## config.mk

```make
export PLATFORM = sky130hd
export DESIGN_NAME = osc_calib_counter
export DESIGN_NICKNAME = d
export VERILOG_FILES = /design/src/hdl/osc_calib_pkg.sv /design/src/hdl/osc_calib_counter.sv
export SDC_FILE = /design/constraint.sdc
export NUM_CORES = 1
export LEC_CHECK = 0
export BUFFER_PORTS_ARGS = -buffer_cell sky130_fd_sc_hd__buf_2
export CAP_MARGIN = 0
export CORE_MARGIN = 5
export CORE_UTILIZATION = 46
export DETAILED_ROUTE_END_ITERATION = 6
export PLACE_DENSITY_LB_ADDON = 0.3
export REMOVE_ABC_BUFFERS = 1
export SYNTH_ARGS = -nofsm -noshare
export SYNTH_HDL_FRONTEND = slang
export SYNTH_SLANG_ARGS = --single-unit
```

## constraint.sdc

```tcl
create_clock -name pclk -period 2.7 [get_ports pclk]
set_clock_uncertainty 0.2 [all_clocks]
set_input_delay 0.135 -clock pclk [delete_from_list [all_inputs] [get_ports pclk]]
set_output_delay 0.135 -clock pclk [all_outputs]
set_load 0.005 [all_outputs]
```

## src/hdl/osc_calib_pkg.sv

```systemverilog
/*
 * constants for the oscillator calibration counter: register indices,
 * field positions, reset values, interrupt layout.
 * assumes an apb slave with 32-bit data, one register per aligned word.
 */
package osc_calib_pkg;

    // ----------------------------------------------------------------
    // register indices (printed offsets are half-word apart)
    // ----------------------------------------------------------------
    localparam logic [31:0] CALIB_CONTROL_IDX       = 32'h5000_1600;
    localparam logic [31:0] CALIB_WINDOW_LENGTH_IDX = 32'h5000_1602;
    localparam logic [31:0] CALIB_RESULT_LOW_IDX    = 32'h5000_1604;
    localparam logic [31:0] CALIB_RESULT_HIGH_IDX   = 32'h5000_1606;
    localparam logic [31:0] CALIB_IRQ_STATUS_IDX    = 32'h5000_1608;
    localparam logic [31:0] CALIB_IRQ_MASK_IDX      = 32'h5000_160A;

    // byte address is four times the index; only low 16 bits decoded
    localparam logic [15:0] ADDR_CONTROL   = 16'h5800;
    localparam logic [15:0] ADDR_WINDOW    = 16'h5808;
    localparam logic [15:0] ADDR_RES_LOW   = 16'h5810;
    localparam logic [15:0] ADDR_RES_HIGH  = 16'h5818;
    localparam logic [15:0] ADDR_IRQ_STAT  = 16'h5820;
    localparam logic [15:0] ADDR_IRQ_MASK  = 16'h5828;

    // ----------------------------------------------------------------
    // fields
    // ----------------------------------------------------------------
    localparam int          START_BIT      = 2;
    localparam int          SEL_LSB        = 0;
    localparam int          SEL_W          = 2;
    localparam logic [15:0] CONTROL_RESET  = 16'h0000;
    localparam logic [15:0] WINDOW_RESET   = 16'h0000;
    localparam logic [31:0] RESULT_RESET   = 32'h0000_0000;
    localparam logic [15:0] WINDOW_ONE     = 16'h0001;
    localparam logic [31:0] TALLY_ONE      = 32'h0000_0001;
    localparam logic [31:0] PSLVERR_NONE   = 32'h0000_0000;

    // interrupt status: bit 0 = measurement done
    localparam int          IRQ_DONE_BIT   = 0;
    localparam logic [0:0]  IRQ_RESET      = 1'b0;

    // source select codes
    localparam logic [1:0] SRC_SLOW_RC     = 2'h0;
    localparam logic [1:0] SRC_FAST_RC     = 2'h1;
    localparam logic [1:0] SRC_SLOW_XTAL   = 2'h2;
    localparam logic [1:0] SRC_SLOW_RCX    = 2'h3;

    typedef enum logic [2:0] {
        ST_IDLE  = 3'b001,
        ST_ALIGN = 3'b010,
        ST_COUNT = 3'b100
    } calib_state_type;

endpackage : osc_calib_pkg

```

## src/hdl/osc_calib_counter.sv

```systemverilog
/*
 * oscillator calibration counter: apb register file, source selection,
 * edge synchroniser, window down-counter and 32-bit crystal tally.
 * assumes pclk is the 16 MHz-class fast crystal clock domain and the
 * four oscillator inputs are free-running and asynchronous to it.
 */
// Operation
// - writing one to start begins measurement
// - start self-clears when done; tally valid
// - two-bit field selects measured oscillator
// - window counts down to one, source cycles
// - low result holds tally bits 15:0
// - high result holds tally bits 31:16
`timescale 1ns/1ps
`default_nettype none

module osc_calib_counter
    import osc_calib_pkg::*;
(
    // apb
    input  wire logic        pclk,
    input  wire logic        presetn,
    input  wire logic        psel,
    input  wire logic        penable,
    input  wire logic        pwrite,
    input  wire logic [31:0] paddr,
    input  wire logic [31:0] pwdata,
    input  wire logic [3:0]  pstrb,
    output var  logic [31:0] prdata,
    output var  logic        pready,
    output var  logic        pslverr,
    // oscillators under measurement
    input  wire logic        slow_rc_osc,
    input  wire logic        fast_rc_osc,
    input  wire logic        slow_crystal_osc,
    input  wire logic        slow_rcx_osc,
    // interrupt
    output var  logic        irq
);

    // ----------------------------------------------------------------
    // decode
    // ----------------------------------------------------------------
    function automatic logic hit(input logic [31:0] a, input logic [15:0] off);
        hit = (a[15:0] == off);
    endfunction : hit

    logic access;
    logic wr;
    logic rd;
    logic mapped;
    assign access = psel & penable;
    // a write lands only at the edge where pready is seen high
    assign wr     = access & pwrite & pready;
    assign rd     = access & ~pwrite;
    assign mapped = hit(paddr, ADDR_CONTROL) | hit(paddr, ADDR_WINDOW)
                  | hit(paddr, ADDR_RES_LOW) | hit(paddr, ADDR_RES_HIGH)
                  | hit(paddr, ADDR_IRQ_STAT) | hit(paddr, ADDR_IRQ_MASK);

    // ----------------------------------------------------------------
    // source select and synchroniser
    // ----------------------------------------------------------------
    logic [3:0] osc_raw;
    logic [3:0] sync1_q;
    logic [3:0] sync2_q;
    logic [3:0] sync3_q;
    assign osc_raw = {slow_rcx_osc, slow_crystal_osc, fast_rc_osc, slow_rc_osc};

    // every source synchronised; selection happens after, so a select
    // change never feeds a glitch into the first flop
    genvar g;
    generate
        for (g = 0; g < 4; g++) begin : g_sync
            always_ff @(posedge pclk or negedge presetn) begin
                if (!presetn) begin
                    sync1_q[g] <= 1'b0;
                    sync2_q[g] <= 1'b0;
                    sync3_q[g] <= 1'b0;
                end else begin
                    sync1_q[g] <= osc_raw[g];
                    sync2_q[g] <= sync1_q[g];
                    sync3_q[g] <= sync2_q[g];
                end
            end
        end
    endgenerate

    logic [1:0] sel;
    logic       src_rise;
    // limitation: the fast rc source near pclk rate will alias; it is
    // resolved only when its frequency is below half of pclk
    assign src_rise = sync2_q[sel] & ~sync3_q[sel];

    // ----------------------------------------------------------------
    // registers and measurement
    // ----------------------------------------------------------------
    logic            start_q,  start_d;
    logic [1:0]      sel_q,    sel_d;
    logic [15:0]     window_q, window_d;
    logic [15:0]     remain_q, remain_d;
    logic [31:0]     tally_q,  tally_d;
    logic [31:0]     result_q, result_d;
    logic            stat_q,   stat_d;
    logic            mask_q,   mask_d;
    calib_state_type state_q,  state_d;
    logic [31:0]     prdata_d;
    logic            pready_d;
    logic            pslverr_d;
    logic            irq_d;

    assign sel = sel_q;

    always_comb begin
        logic done;
        done      = 1'b0;
        start_d   = start_q;
        sel_d     = sel_q;
        window_d  = window_q;
        remain_d  = remain_q;
        tally_d   = tally_q;
        result_d  = result_q;
        mask_d    = mask_q;
        state_d   = state_q;

        unique case (state_q)
            ST_IDLE: begin
            end
            // wait for first source edge so the window spans whole cycles
            ST_ALIGN: begin
                if (src_rise) begin
                    tally_d = RESULT_RESET;
                    state_d = ST_COUNT;
                    if (remain_q <= WINDOW_ONE) begin
                        done = 1'b1;
                    end
                end
            end
            ST_COUNT: begin
                tally_d = tally_q + TALLY_ONE;
                if (src_rise) begin
                    remain_d = remain_q - WINDOW_ONE;
                    if (remain_q <= WINDOW_ONE + WINDOW_ONE) begin
                        done = 1'b1;
                    end
                end
            end
        endcase

        if (done) begin
            state_d  = ST_IDLE;
            start_d  = 1'b0;
            result_d = (state_q == ST_COUNT) ? tally_q + TALLY_ONE : RESULT_RESET;
        end

        if (wr && hit(paddr, ADDR_CONTROL) && pstrb[0]) begin
            sel_d = pwdata[SEL_LSB +: SEL_W];
            if (pwdata[START_BIT] && state_q == ST_IDLE) begin
                start_d  = 1'b1;
                remain_d = window_q;
                state_d  = ST_ALIGN;
            end
        end
        if (wr && hit(paddr, ADDR_WINDOW)) begin
            if (pstrb[0]) window_d[7:0]  = pwdata[7:0];
            if (pstrb[1]) window_d[15:8] = pwdata[15:8];
        end
        if (wr && hit(paddr, ADDR_IRQ_MASK) && pstrb[0]) begin
            mask_d = pwdata[IRQ_DONE_BIT];
        end

        // set wins over a write-one clear in the same cycle
        stat_d = stat_q;
        if (wr && hit(paddr, ADDR_IRQ_STAT) && pstrb[0] && pwdata[IRQ_DONE_BIT]) begin
            stat_d = 1'b0;
        end
        if (done) begin
            stat_d = 1'b1;
        end
        irq_d = stat_d & mask_d;

        prdata_d  = PSLVERR_NONE;
        // one wait state: data is built in the first access cycle and
        // stands together with pready in the second
        pready_d  = access & ~pready;
        pslverr_d = access & ~pready & ~mapped;
        if (rd) begin
            if (hit(paddr, ADDR_CONTROL)) begin
                prdata_d[START_BIT]          = start_q;
                prdata_d[SEL_LSB +: SEL_W]   = sel_q;
            end
            if (hit(paddr, ADDR_WINDOW))   prdata_d[15:0] = window_q;
            if (hit(paddr, ADDR_RES_LOW))  prdata_d[15:0] = result_q[15:0];
            if (hit(paddr, ADDR_RES_HIGH)) prdata_d[15:0] = result_q[31:16];
            if (hit(paddr, ADDR_IRQ_STAT)) prdata_d[IRQ_DONE_BIT] = stat_q;
            if (hit(paddr, ADDR_IRQ_MASK)) prdata_d[IRQ_DONE_BIT] = mask_q;
        end
    end

    always_ff @(posedge pclk or negedge presetn) begin
        if (!presetn) begin
            start_q  <= CONTROL_RESET[START_BIT];
            sel_q    <= CONTROL_RESET[SEL_LSB +: SEL_W];
            window_q <= WINDOW_RESET;
            remain_q <= WINDOW_RESET;
            tally_q  <= RESULT_RESET;
            result_q <= RESULT_RESET;
            stat_q   <= IRQ_RESET;
            mask_q   <= IRQ_RESET;
            state_q  <= ST_IDLE;
            prdata   <= PSLVERR_NONE;
            pready   <= 1'b0;
            pslverr  <= 1'b0;
            irq      <= 1'b0;
        end else begin
            start_q  <= start_d;
            sel_q    <= sel_d;
            window_q <= window_d;
            remain_q <= remain_d;
            tally_q  <= tally_d;
            result_q <= result_d;
            stat_q   <= stat_d;
            mask_q   <= mask_d;
            state_q  <= state_d;
            prdata   <= prdata_d;
            pready   <= pready_d;
            pslverr  <= pslverr_d;
            irq      <= irq_d;
        end
    end

endmodule : osc_calib_counter

`default_nettype wire

```

# Word-level counts from Yosys, hierarchy flattened
# Cells that the tools add are included.
# word_totals
register_bits,135
latch_bits,0
ram_bits,0
rom_bits,0
output_inout_bits,35
word_cells,105
memories,0
# classes
add_sub_neg,2
mul,0
n_div,0
n_lt_le_gt_ge,3
eq_ne,10
shifts,0
muxes,34
bitwise,17
reduce_logical,13
# op_table
operator,n
16-bit two-way mux,8
"16-bit by 15-bit == test with 1-bit output, second input constant",6
32-bit two-way mux,2
32-bit one-hot mux with 2 select lines,1
"32-bit by 1-bit adder with 32-bit output, second input constant",1
3-bit two-way mux,6
"16-bit by 1-bit less-or-equal comparator with 1-bit output, second input constant",1
"16-bit by 2-bit less-or-equal comparator with 1-bit output, second input constant",1
"16-bit by 1-bit subtractor with 16-bit output, second input constant",1
1-bit two-way mux,14
1-bit logical AND,9
1-bit AND,8
2-bit AND reduction,3
1-bit bitwise OR,5
1-bit binary-select mux with 2-bit select,2
1-bit inverter,4
"3-bit by 1-bit == test with 1-bit output, second input constant",1
"3-bit by 2-bit == test with 1-bit output, second input constant",1
"3-bit == test, second input constant",1
"2-bit by 3-bit < comparator with 1-bit output, second input constant",1
"2-bit != test, second input constant",1
1-bit one-hot mux with 2 select lines,1
2-bit nonzero test,1

# Depth between registers and ports, before layout
# Gate-level depths: netlist (run 1).
# logic_depth
depth_word,9
ltp_mapped,9
ltp_nobuf,7

# Least setup slack after synthesis (run 1)
# No wires, ideal clock.
# synth_timing
path_kind,register to register
startpoint,reg remain_q[6]
endpoint,reg result_q[13]
setup_time_ps,125
arrival_ps,2424
required_ps,2375
setup_slack_ps,-49
stages_incl_launch_ff,7
n_path_buf,1
synth_period_minus_slack_ps,2749
path_cell_list,dfrtp_1 or4_4 or4b_1 or4_1 buf_2 inv_2 mux2_2
# synth_via
elab_chain_cells,4
# synth_rtl
item,line_no,rtl
start: declaration,osc_calib_counter.sv:100,"logic [15:0] remain_q, remain_d;"
start signal: assignment,osc_calib_counter.sv:218,remain_q <= remain_d;
16-bit by 2-bit less-or-equal comparator with 1-bit output or 16-bit by 1-bit less-or-equal comparator with 1-bit output (tied branches),"osc_calib_counter.sv:142, osc_calib_counter.sv:133",
"1-bit two-way mux, on equally long branches","osc_calib_counter.sv:142, osc_calib_counter.sv:133",
"1-bit two-way mux, on equally long branches","osc_calib_counter.sv:140, osc_calib_counter.sv:130",
1-bit one-hot mux with 2 select lines *,osc_calib_counter.sv:125,unique case (state_q)
end signal: assignment,osc_calib_counter.sv:220,result_q <= result_d;
end: declaration,osc_calib_counter.sv:102,"logic [31:0] result_q, result_d;"
# Every way passes the cells marked *; elsewhere a longest branch is shown, timed or not.
# A chain may end at the register's enable or synchronous reset.

# Worst setup path in the final report (run 1)
# layout_timing
startpoint,reg remain_q[6]
endpoint,reg result_q[9]
# The elaborated chain is that of the path after synthesis.

==> key figures, run 1 <==
Outcome
  • Outcome: complete, no violations

STA
  • Slew at the pin with the worst max-slew slack: 647 ps
  • Count of final setup violators: 0
  • Final max-slew violation count: 0
  • RSZ-0062 raised after global routing: false
  • Share of the clock period used by the worst path after layout: 97.7%
  • Clock period minus worst slack: 2640 ps
  • Final count of hold timing violations: 0
  • Maximum achievable frequency: between 0.3 and 0.4 GHz
  • Hold slack: between 30 and 40 ps
  • Max transition margin: 56.8%

Synthesis
  • Biggest area consumer among synthesized cells: sky130_fd_sc_hd__dfrtp_1
  • Area share of the leading cell type in the synthesized netlist: about half
  • Flip-flop and latch count after synthesis: 135
  • Number of synthesis warnings: 0
  • Predominant post-synthesis flop cell: sky130_fd_sc_hd__dfrtp_1
  • Synth unique cells: 54
  • Share of synthesized area occupied by flip-flops and latches: between 50% and 60%
  • Share of flip-flops with an asynchronous set or reset after synthesis: 100%
  • Summed instance area of the synthesized netlist: between 6000 and 7000 µm²
  • Synth top area cells: sky130_fd_sc_hd__dfrtp_1 (51%), sky130_fd_sc_hd__mux2_2 (8.3%), sky130_fd_sc_hd__nand2_1 (4.2%)
  • Number of enable-type register cells in the synthesized netlist: 0
  • Gate Count Post-Synth: between 600 and 700
  • Synthesized area per cell: 10.7 µm²

Final layout
  • Highest-count cells in the layout ignoring fill and taps: sky130_fd_sc_hd__dfrtp_1 (134), sky130_fd_sc_hd__nand2_1 (73), sky130_fd_sc_hd__buf_2 (60), sky130_fd_sc_hd__mux2_2 (48), sky130_fd_sc_hd__o21ai_0 (40)
  • NumNets Final: 796
  • Most common cell after layout, fill and taps aside: sky130_fd_sc_hd__dfrtp_1
  • Number of fill cells: 1151
  • Finished Core Util: 57.7%
  • Layout area overhead: 22.8%
  • Fraction of final layout cells sized beyond drive strength 1: a little over a quarter
  • Number of diodes added for antenna fixing: 0
  • Final instance area: approximately 8000 µm²

Flow run
  • Maxcap violations: 0

Worst setup path
  • Sort of element at the start of the critical path: flip-flop
  • Type of element capturing the critical path: flip-flop
  • Critical Path Fanout Max: 6
  • FF-to-FF path depth: 5
  • Arrival time at the worst endpoint: 2750 ps
  • Startpoint of the worst register-to-register path: remain_q[6]$_DFF_PN0_
  • Critical Path RT: 2810 ps
  • Category of the critical setup timing path: flip-flop to flip-flop
  • Timing startpoint of the critical path: remain_q[6]$_DFF_PN0_

Place
  • Placed wire-length estimate: around 11000 µm
  • Count of input and output buffers: 61
  • Total placed instance area: 7100 µm²
  • RePlAce Congestion: approximately 0.86

Floorplan
  • Initial cell density of the core: 47.0%
  • Std cell rows: 43
  • Die height: 129 µm
  • Die X-Extent: 129 µm
  • Core area: 13900 µm²
  • Full die area: 16700 µm²
  • Number of I/O pins: between 100 and 150

Clock network
  • Clk_lat worst skew: 430 ps
  • Number of clock sinks: 135
  • Maximum count of clock buffers along a single path: 2
  • Clock-pin transition on the worst setup and hold timing paths: 60 ps
  • H-tree depth: 4
  • Clock tree from TritonCTS: done
  • Clock buffers created by TritonCTS: 17
  • Master cell of the clock root buffer: sky130_fd_sc_hd__clkbuf_16
  • Setup repair bufs after CTS: 0

Worst hold path
  • Number of cells on the worst hold path: 4
  • Hold/Removal Path Class: input pin to flip-flop
  • Worst hold start: paddr[3]

Global routing
  • Overflow after GRT: 0
  • Overall fraction of global-route tracks in use: 20.1%
  • Pin count of the biggest net entering global routing: about 70
  • Via count of the first global-routing pass: 5055
  • Antenna violations before repair: 1
  • Global-route wire length before repair: 25800 µm

Power
  • Static leakage: 3.61 nW
  • Cell area power density: between 600 and 700 nW/µm²
  • Final Power: 5.61 mW
  • Worst voltage drop across the vdd grid: 0.520 mV

Routing
  • Highest metal layer with signal wires: met4
  • Number of DRC violations after detailed-routing iteration 0: approximately 290
  • Final antenna-violating net count: 0
  • Met3 wire len: 638 µm
  • Wire length per cell: 17.3 µm
  • Detailed-route wire length on metal 1: 6760 µm
  • Final routed DRC violation total: 0
  • Via count normalized by instance count: 5.48
  • Routed vias: approximately 5000
  • Number of detailed-route iterations in the first pass: 5
  • Met2 wire length: 8000 µm
  • Wire length after detailed routing: 15700 µm
-- final timing paths --
path                                                end  slack, ps
worst max register to register  result_q[9]$_DFFE_PN0P_         60
worst min register to register     sync2_q[3]$_DFF_PN0_        150
worst min-delay path                   mask_q$_DFF_PN0_         40
max in group asynchronous          state_q[0]$_DFF_PN1_       1430
min in group asynchronous          sync3_q[3]$_DFF_PN0_         70
worst max-delay path            result_q[9]$_DFFE_PN0P_         60
-- cell type report --
cell class / instances / area (µm²) / share of cell area, %
clock buffers: 17 / 425 / 5.29
clock inverters: 15 / 201 / 2.51
inverters: 10 / 40.0 / 0.498
multi-input cells: 432 / 2940 / 36.5
flip-flops and latches: 135 / 3380 / 42.0
well taps: 180 / 225 / 2.80
repair buffers: 119 / 830 / 10.3
-- per-stage QoR --
stage / TNS, ps / instances / worst slack, ps
final: 0 / 908 / 62.4
after detailed placement: -544 / 846 / -68.2
after global routing: 0 / 908 / 19.0
after CTS: -86.3 / 908 / -23.4
after global placement: -362 / 846 / -49.6
after floorplan: -29170 / 577 / -1070
-- kinds of logic (layout without fill, tap and decap cells) --
family                   Yosys count  count (layout)  share of synthesized area (%)
AO/OA/AOI/OAI                     89              89                           9.23
XOR/XNOR                          44              44                           5.89
adder cells (fa/ha/maj)            4               4                          0.765
buffers and inverters             57             161                           4.43
flip-flops                       135             135                           51.6
multiplexers                      53              53                           9.81
other                              1              16                         0.0573
AND/OR/NAND/NOR                  226             226                           18.2
-- Yosys cell counts, drive strengths merged, types with 3 or more instances --
cell    count
buf        27
ha          4
xor2       14
dfrtp     134
o31ai      11
or4         8
a22oi      13
nand2b      9
nand2      73
or3         6
nand3      15
o21ai      43
a21oi      10
mux2       49
and4        7
nor3b       3
a21o        5
nand4       9
xnor2      30
nand3b      4
clkbuf     20
nor2       36
mux4        4
nor3       21
nor4       15
nor4b       3
and3        4
inv        10
nand4b      4
-- report_power, final --
part / internal [mW] / leakage (nW) / switching, mW
clock: 1.55 / 0.300 / 0.899
combinational: 0.388 / 1.51 / 0.457
sequential: 2.17 / 1.80 / 0.155
-- flip-flops by register name (all words and copies together), names as in the netlist --
register,cells
pslverr,1
sync3_q,4
result_q,32
pready,1
tally_q,32
start_q,1
irq,1
window_q,16
sync1_q,4
state_q,3
sync2_q,4
stat_q,1
mask_q,1
remain_q,16
prdata,16
sel,2
-- critical path: stages, from the launching register on --
cell                      delay (ps)
sky130_fd_sc_hd__dfrtp_1         370
sky130_fd_sc_hd__or4_4           530
sky130_fd_sc_hd__or4b_1          480
sky130_fd_sc_hd__or4_4           490
sky130_fd_sc_hd__inv_4           120
sky130_fd_sc_hd__mux2_2          340
-- metal layers --
layer | GRT usage [%] | vias to the layer above
met4 | 8.03 | 0
met3 | 4.74 | 29
met2 | 33.2 | 130
met1 | 25.5 | 2482
li1 | - | 2339
met5 | 0 | -
-- repair_timing --
action | in CTS | in global routing
hold buffers | 30 | 0
endpoints found under the hold margin | 98 | 0
endpoints found under the setup margin | 28 | 26
pin swaps | 0 | 1
gates resized for setup | 1 | 3
(Power assumes the default switching activity.)
==> run 2: changes to the inputs <==
==> constraint.sdc (replaced) <==
create_clock -name pclk -period 2.38 [get_ports pclk]
set_clock_uncertainty 0.2 [all_clocks]
set_input_delay 0.119 -clock pclk [delete_from_list [all_inputs] [get_ports pclk]]
set_output_delay 0.119 -clock pclk [all_outputs]
set_load 0.005 [all_outputs]
==> run 2 against run 1 <==
The flow now finishes with violations (negative setup slack). Final cell count rose by 3.2%. Clock power increased by 6%. Global-route usage rose by 0.44 points. Power grew 14%. Via count rose by 2.4%. Sequential power increased by 12%. Largest power group unchanged. Highest routed layer unchanged.
==> key figures, run 2 (same netlist as run 1, synthesis figures left out) <==
Routing
  • Routed vias: 5098 (+2.4%)
  • Wire length after detailed routing: 16100 µm (+2.5%)
  • Number of detailed-route iterations in the first pass: 5 (unchanged)
  • Final antenna-violating net count: 0 (unchanged)
  • Wire length per cell: 17.2 µm (-0.64%)
  • Final routed DRC violation total: 0 (unchanged)
  • Number of DRC violations after detailed-routing iteration 0: 458 (+58%)
  • Via count normalized by instance count: 5.44 (-0.80%)

Place
  • Placed wire-length estimate: 11300 µm (+4.2%)
  • RePlAce Congestion: 0.860 (+0.53%)
  • Count of input and output buffers: 61 (unchanged)
  • Number of cells after detailed placement: 875 (+3.4%)

Clock network
  • Number of clock sinks: 135 (unchanged)
  • H-tree depth: 4 (unchanged)
  • Clock buffers created by TritonCTS: 17 (unchanged)
  • Clock tree from TritonCTS: done
  • Clock-pin transition on the worst setup and hold timing paths: 60 ps (about the same)
  • Master cell of the clock root buffer: sky130_fd_sc_hd__clkbuf_16
  • Maximum count of clock buffers along a single path: 2 (unchanged)
  • Clk_lat worst skew: 420 ps (about the same)

Worst setup path
  • Category of the critical setup timing path: flip-flop to flip-flop
  • Arrival time at the worst endpoint: 2770 ps (+20 ps)
  • Type of element capturing the critical path: flip-flop
  • Critical Path Fanout Max: 6 (unchanged)
  • Sort of element at the start of the critical path: flip-flop
  • Critical Path RT: 2480 ps (-330 ps)

STA
  • Final-layout setup total negative slack: -7820 ps (-7820 ps)
  • Count of final setup violators: 36 (+36)
  • Share of the clock period used by the worst path after layout: 112% (+14 points)
  • Max transition margin: 63.8% (+6.9 points)
  • Slew at the pin with the worst max-slew slack: 538 ps (-109 ps)
  • Final worst setup slack: -287 ps (-350 ps)
  • Final count of hold timing violations: 0 (unchanged)
  • RSZ-0062 raised after global routing: true
  • Maximum achievable frequency: 0.375 GHz (-1.1%)
  • Clock period minus worst slack: 2670 ps (+29.6 ps)
  • Final max-slew violation count: 0 (unchanged)

Global routing
  • Pin count of the biggest net entering global routing: 57 (-21%)
  • Global-route wire length before repair: 26600 µm (+2.9%)
  • Overall fraction of global-route tracks in use: 20.5% (+0.44 points)
  • Antenna violations before repair: 0 (-1)
  • Overflow after GRT: 0 (unchanged)
  • Via count of the first global-routing pass: 5212 (+3.1%)

Floorplan
  • Core area: 13900 µm² (unchanged)
  • Initial cell density of the core: 47.0% (unchanged)
  • Std cell rows: 43 (unchanged)
  • Number of I/O pins: 112 (unchanged)
  • Die X-Extent: 129 µm (unchanged)
  • Die height: 129 µm (unchanged)
  • Full die area: 16700 µm² (unchanged)

Power
  • Static leakage: 3.75 nW (+3.8%)
  • Cell area power density: 773 nW/µm² (+11%)
  • Worst voltage drop across the vdd grid: 0.489 mV (-6.0%)

Final layout
  • Fraction of final layout cells sized beyond drive strength 1: 29.6% (+2.9 points)
  • Registers with the most flip-flops: result_q: 32 flops, tally_q: 32 flops
  • Number of fill cells: 1087 (-5.6%)
  • Highest-count cells in the layout ignoring fill and taps: sky130_fd_sc_hd__dfrtp_1 (134), sky130_fd_sc_hd__nand2_1 (73), sky130_fd_sc_hd__buf_2 (60), sky130_fd_sc_hd__buf_4 (54), sky130_fd_sc_hd__mux2_2 (47)
  • NumNets Final: 825 (+3.6%)
  • Most common cell after layout, fill and taps aside: sky130_fd_sc_hd__dfrtp_1
  • Non-filler cells, final: 937 (+3.2%)
  • Layout area overhead: 26.4%
  • Number of diodes added for antenna fixing: 0 (unchanged)

Outcome
  • Failing checks: negative setup slack
  • Outcome: finished with violations

Worst hold path
  • Hold/Removal Path Class: input pin to async pin

Flow run
  • Maxcap violations: 0 (unchanged)
-- run 2: final cells by class --
| cell class | count | area [µm²] | area share, % |
|---|---|---|---|
| Tap cell | 180 | 225 | 2.72 |
| Multi-Input combinational cell | 432 | 2960 | 35.8 |
| Timing Repair Buffer | 148 | 1080 | 13.0 |
| Sequential cell | 135 | 3380 | 40.8 |
| Clock inverter | 7 | 92.6 | 1.12 |
| Clock buffer | 25 | 495 | 5.99 |
| Inverter | 10 | 40.0 | 0.484 |
-- run 2: power breakdown --
| part | switching (mW) | internal (mW) | total [mW] |
|---|---|---|---|
| logic | 0.614 | 0.596 | 1.21 |
| registers | 0.126 | 2.46 | 2.59 |
| clock network | 0.948 | 1.65 | 2.60 |
-- run 2: critical path, cell delays in order (launching register included) --
cell                      delay [ps]
sky130_fd_sc_hd__dfrtp_1         390
sky130_fd_sc_hd__or4_4           550
sky130_fd_sc_hd__or4b_1          480
sky130_fd_sc_hd__or4_4           490
sky130_fd_sc_hd__inv_4           120
sky130_fd_sc_hd__mux2_2          340
-- run 2: worst paths after layout --
check,startpoint,to,slack [ps],depth (start not counted)
min in group pclk,paddr[3],prdata[13]$_DFF_PN0_,30,4
max,remain_q[6]$_DFF_PN0_,result_q[13]$_DFFE_PN0P_,-290,5
min reg2reg,sync1_q[1]$_DFF_PN0_,sync2_q[1]$_DFF_PN0_,140,0
max reg2reg,remain_q[6]$_DFF_PN0_,result_q[13]$_DFFE_PN0P_,-290,5
max in group asynchronous,presetn,state_q[0]$_DFF_PN1_,1220,3
min,presetn,tally_q[19]$_DFFE_PN0P_,20,2
-- run 2: metal layers --
layer | GRT usage (%) | share of wire [%] | vias up | wire [µm]
met5 | 0 | 0 | - | 0
met4 | 7.41 | 1.6 | 0 | 250
met1 | 26.8 | 44 | 2552 | 7130
met3 | 4.74 | 3.7 | 22 | 589
li1 | - | - | 2403 | -
met2 | 33.6 | 51 | 121 | 8150
-- run 2: metrics by stage --
stage	power (mW)	setup slack [ps]	utilization (%)	instance area, µm²	hold slack, ps
2_1_floorplan	3.18	-1390	-	6350	-377
3_3_place_gp	3.72	-377	52.7	7340	-87.8
3_5_place_dp	3.76	-440	52.7	7340	-80.0
4_1_cts	6.42	-276	59.2	8240	11.8
5_1_grt	6.68	-333	59.4	8280	43.0
6_report	6.39	-287	59.4	8280	22.5
-- run 2: timing repair --
| action | CTS | global route |
|---|---|---|
| pin swaps | 2 | 0 |
| endpoints found under the hold margin | 164 | 0 |
| resized for setup | 5 | 11 |
| endpoints found under the setup margin | 37 | 41 |
| hold buffers | 29 | 0 |
| buffers inserted | 1 | 0 |
==> run 3: changes to the inputs <==
--- a/config.mk
+++ b/config.mk
@@ -5,6 +5,7 @@
 export SDC_FILE = /design/constraint.sdc
 export NUM_CORES = 1
 export LEC_CHECK = 0
+export ABC_AREA = 1
 export BUFFER_PORTS_ARGS = -buffer_cell sky130_fd_sc_hd__buf_2
 export CAP_MARGIN = 0
 export CORE_MARGIN = 5
==> run 3 against run 2 <==
The run now ends clean. Synthesized cell count rose by 60%. Sequential power down 11%. Register-to-register slack better by 520 ps. Setup slack better by 520 ps. Area after synthesis up 11%. Combinational power is 84% lower. Sequential share of layout area fell by 2.0 points. Final area is 5.1% higher.
==> key figures, run 3 <==
STA
  • Count of final setup violators: 0 (-100%)
  • Final max-slew violation count: 0 (unchanged)
  • Max transition margin: 63.2% (-0.61 points)
  • Final count of hold timing violations: 0 (unchanged)
  • Slew at the pin with the worst max-slew slack: 548 ps (+9.83 ps)
  • RSZ-0062 raised after global routing: false
  • Clock period minus worst slack: 2150 ps (-518 ps)
  • Share of the clock period used by the worst path after layout: 90.3% (-22 points)
  • Maximum achievable frequency: 0.465 GHz (+24%)

Outcome
  • Outcome: complete, no violations

Worst setup path
  • Crit-path most repeated cell: sky130_fd_sc_hd__nand3_1
  • Critical Path RT: 2460 ps (-20 ps)
  • List of cells traversed by the critical path: ha_1 -> nand3_1 -> nor2_1 -> nand2_1 -> nor2_2 -> nand4_1 -> nand3_1 -> o21ai_0
  • Arrival time at the worst endpoint: 2230 ps (-540 ps)
  • Type of element capturing the critical path: flip-flop
  • Sort of element at the start of the critical path: flip-flop
  • Largest delay share family, worst path: simple AND/OR/NAND/NOR gates
  • Largest stage delay on the critical path: 410 ps (-140 ps)
  • CP bufs+invs: 0 (-1)
  • Category of the critical setup timing path: flip-flop to flip-flop
  • Crit path max-delay cell type: sky130_fd_sc_hd__dfrtp_1
  • Critical Path Fanout Max: 8 (+2)

Final layout
  • NumNets Final: 1158 (+40%)
  • Layout area overhead: 19.2%
  • Most common cell after layout, fill and taps aside: sky130_fd_sc_hd__nand2_1
  • Registers with the most flip-flops: result_q: 32 flops, tally_q: 32 flops
  • Number of diodes added for antenna fixing: 0 (unchanged)
  • Fraction of final layout cells sized beyond drive strength 1: 13.1% (-16 points)
  • Non-filler cells, final: 1305 (+39%)
  • Highest-count cells in the layout ignoring fill and taps: sky130_fd_sc_hd__nand2_1 (272), sky130_fd_sc_hd__dfrtp_1 (134), sky130_fd_sc_hd__inv_1 (133), sky130_fd_sc_hd__o21ai_0 (92), sky130_fd_sc_hd__nand3_1 (83)

Clock network
  • Setup repair bufs after CTS: 0 (-1)
  • Maximum count of clock buffers along a single path: 2 (unchanged)
  • Master cell of the clock root buffer: sky130_fd_sc_hd__clkbuf_16
  • Clock-pin transition on the worst setup and hold timing paths: 60 ps (about the same)
  • Clock tree from TritonCTS: done
  • Clock buffers created by TritonCTS: 17 (unchanged)
  • Number of clock sinks: 135 (unchanged)
  • H-tree depth: 4 (unchanged)
  • Clk_lat worst skew: 420 ps (about the same)

Power
  • Fraction of power consumed by the clock network: 50.1% (+9.5 points)
  • Static leakage: 4.23 nW (+13%)
  • Cell area power density: 578 nW/µm² (-25%)
  • Switching power total: 1.11 mW (-34%)
  • Final Power: 5.03 mW (-21%)
  • Share of total power in combinational logic: 3.9% (-15 points)
  • Switch share: 22.2% (-4.2 points)
  • Sequential power share: 46.0% (+5.6 points)
  • Internal power of the cells: 3.91 mW (-17%)
  • Worst voltage drop across the vdd grid: 0.470 mV (-3.8%)

Floorplan
  • Initial cell density of the core: 46.4% (-0.56 points)
  • Core area: 15700 µm² (+13%)
  • Die X-Extent: 136 µm (+5.1%)
  • Full die area: 18500 µm² (+11%)
  • Std cell rows: 46 (+7.0%)
  • Number of I/O pins: 112 (unchanged)
  • Die height: 136 µm (+5.1%)

Place
  • Placed wire-length estimate: 13500 µm (+20%)
  • Number of cells after detailed placement: 1239 (+42%)
  • RePlAce Congestion: 0.919 (+6.9%)
  • Count of input and output buffers: 61 (unchanged)

Worst hold path
  • Hold/Removal Path Class: input pin to flip-flop

Synthesis
  • Summed instance area of the synthesized netlist: 7290 µm² (+11%)
  • Area share of the leading cell type in the synthesized netlist: 46.0% (-5.2 points)
  • Flip-flop and latch count after synthesis: 135 (unchanged)
  • Predominant post-synthesis flop cell: sky130_fd_sc_hd__dfrtp_1
  • Number of enable-type register cells in the synthesized netlist: 0 (unchanged)
  • Share of synthesized area occupied by flip-flops and latches: 46.3% (-5.3 points)
  • Share of flip-flops with an asynchronous set or reset after synthesis: 100% (unchanged)
  • Ranking of synthesized cells by instance count: sky130_fd_sc_hd__nand2_1 (273), sky130_fd_sc_hd__dfrtp_1 (134), sky130_fd_sc_hd__inv_1 (133)
  • Synthesized area per cell: 7.50 µm² (-30%)
  • Biggest area consumer among synthesized cells: sky130_fd_sc_hd__dfrtp_1
  • Number of synthesis warnings: 0 (unchanged)
  • Synth top area cells: sky130_fd_sc_hd__dfrtp_1 (46%), sky130_fd_sc_hd__nand2_1 (14%), sky130_fd_sc_hd__inv_1 (6.8%)
  • Synth unique cells: 48 (-11%)
  • Gate Count Post-Synth: 973 (+60%)
  • Most common cell in the synthesized netlist: sky130_fd_sc_hd__nand2_1

Routing
  • Wire length per cell: 14.4 µm (-17%)
  • Via count normalized by instance count: 5.06 (-7.0%)
  • Final routed DRC violation total: 0 (unchanged)
  • Number of detailed-route iterations in the first pass: 5 (unchanged)
  • Wire length after detailed routing: 18700 µm (+16%)
  • Number of DRC violations after detailed-routing iteration 0: 461 (+0.66%)
  • Routed vias: 6601 (+29%)
  • Final antenna-violating net count: 0 (unchanged)

Global routing
  • Via count of the first global-routing pass: 6510 (+25%)
  • Global-route wire length before repair: 31600 µm (+19%)
  • Pin count of the biggest net entering global routing: 69 (+21%)
  • Overflow after GRT: 0 (unchanged)
  • Overall fraction of global-route tracks in use: 21.5% (+1.0 points)
  • Antenna violations before repair: 0 (unchanged)

Flow run
  • Maxcap violations: 0 (unchanged)
-- run 3: changes by cell type in the layout (fill, tap and decap cells not counted), sizes merged, moves of 10 or more --
cell and delta:
nand2 +207, inv +128, nand3 +72, o21ai +70
mux2 -48, nor2 +48, buf -43, xnor2 -29
a22oi -13, nor4 -12, o31ai -10, xor2 -10
-- run 3: worst paths after layout --
check / startpoint / to / slack (ps) / cells past startpoint
setup / recovery: tally_q[0]$_DFFE_PN0P_ / tally_q[18]$_DFFE_PN0P_ / 230 / 8
hold / removal: psel / prdata[2]$_DFF_PN0_ / 20 / 5
setup reg to reg: tally_q[0]$_DFFE_PN0P_ / tally_q[18]$_DFFE_PN0P_ / 230 / 8
hold reg to reg: sync1_q[2]$_DFF_PN0_ / sync2_q[2]$_DFF_PN0_ / 150 / 0
max in group asynchronous: presetn / prdata[12]$_DFF_PN0_ / 1170 / 3
min in group asynchronous: presetn / tally_q[18]$_DFFE_PN0P_ / 40 / 2
-- run 3: what timing repair did --
| action | in CTS | in global routing |
|---|---|---|
| resized for setup | 0 | 1 |
| endpoints found under the hold margin | 140 | 0 |
| hold buffers | 35 | 0 |
| endpoints found under the setup margin | 0 | 7 |
-- run 3: power groups by stage --
stage	logic [mW]	clock network (mW)	registers, mW
after floorplan	0.0517	0	2.35
after global placement	0.162	0	2.35
after detailed placement	0.163	0	2.35
after CTS	0.198	2.55	2.31
after global routing	0.225	2.67	2.31
final	0.198	2.52	2.31
-- run 3: kinds of logic after synthesis --
family	after synthesis	share of synthesized area (%)
and+or+nand+nor	500	30.6
buffers and inverters	180	10.8
AOI/OAI and AO/OA	146	10.7
DFF	135	46.3
xor gates and xnor gates	5	0.600
adders and majority gates	4	0.686
muxes	2	0.292
other	1	0.0514
-- run 3: worst min-delay path, stage by stage --
cell,delay (ps)
sky130_fd_sc_hd__buf_2,100
sky130_fd_sc_hd__nand2_1,100
sky130_fd_sc_hd__nor2_1,140
sky130_fd_sc_hd__nand2_1,100
sky130_fd_sc_hd__nor2_1,40
-- run 3: area by class of cell --
type	count	area (µm²)
fillers	1516	7020
clock buffers	18	429
repair buffers	111	778
well taps	216	270
inverters	139	522
clock inverters	13	133
multi-input cells	673	3180
flip-flops and latches	135	3380
-- run 3: metrics by stage --
stage | cell area, µm² | util (%) | setup WS (ps) | hold WS, ps | TNS, ps
final | 8690 | 55.3 | 231 | 21.5 | 0
after CTS | 8690 | 55.3 | 156 | 1.41 | 0
after floorplan | 7080 | - | -540 | -377 | -17670
after global placement | 7780 | 49.5 | 234 | -76.0 | 0
after detailed placement | 7780 | 49.5 | 206 | -80.4 | 0
after global routing | 8690 | 55.3 | 0.771 | 25.7 | 0
-- run 3: per-layer routing --
metal	up-vias	wire (µm)	global-route usage (%)
li1	3297	-	-
met1	3111	8330	28.9
met2	165	9230	35.7
met3	28	845	3.81
met4	0	331	6.44
met5	-	0	0
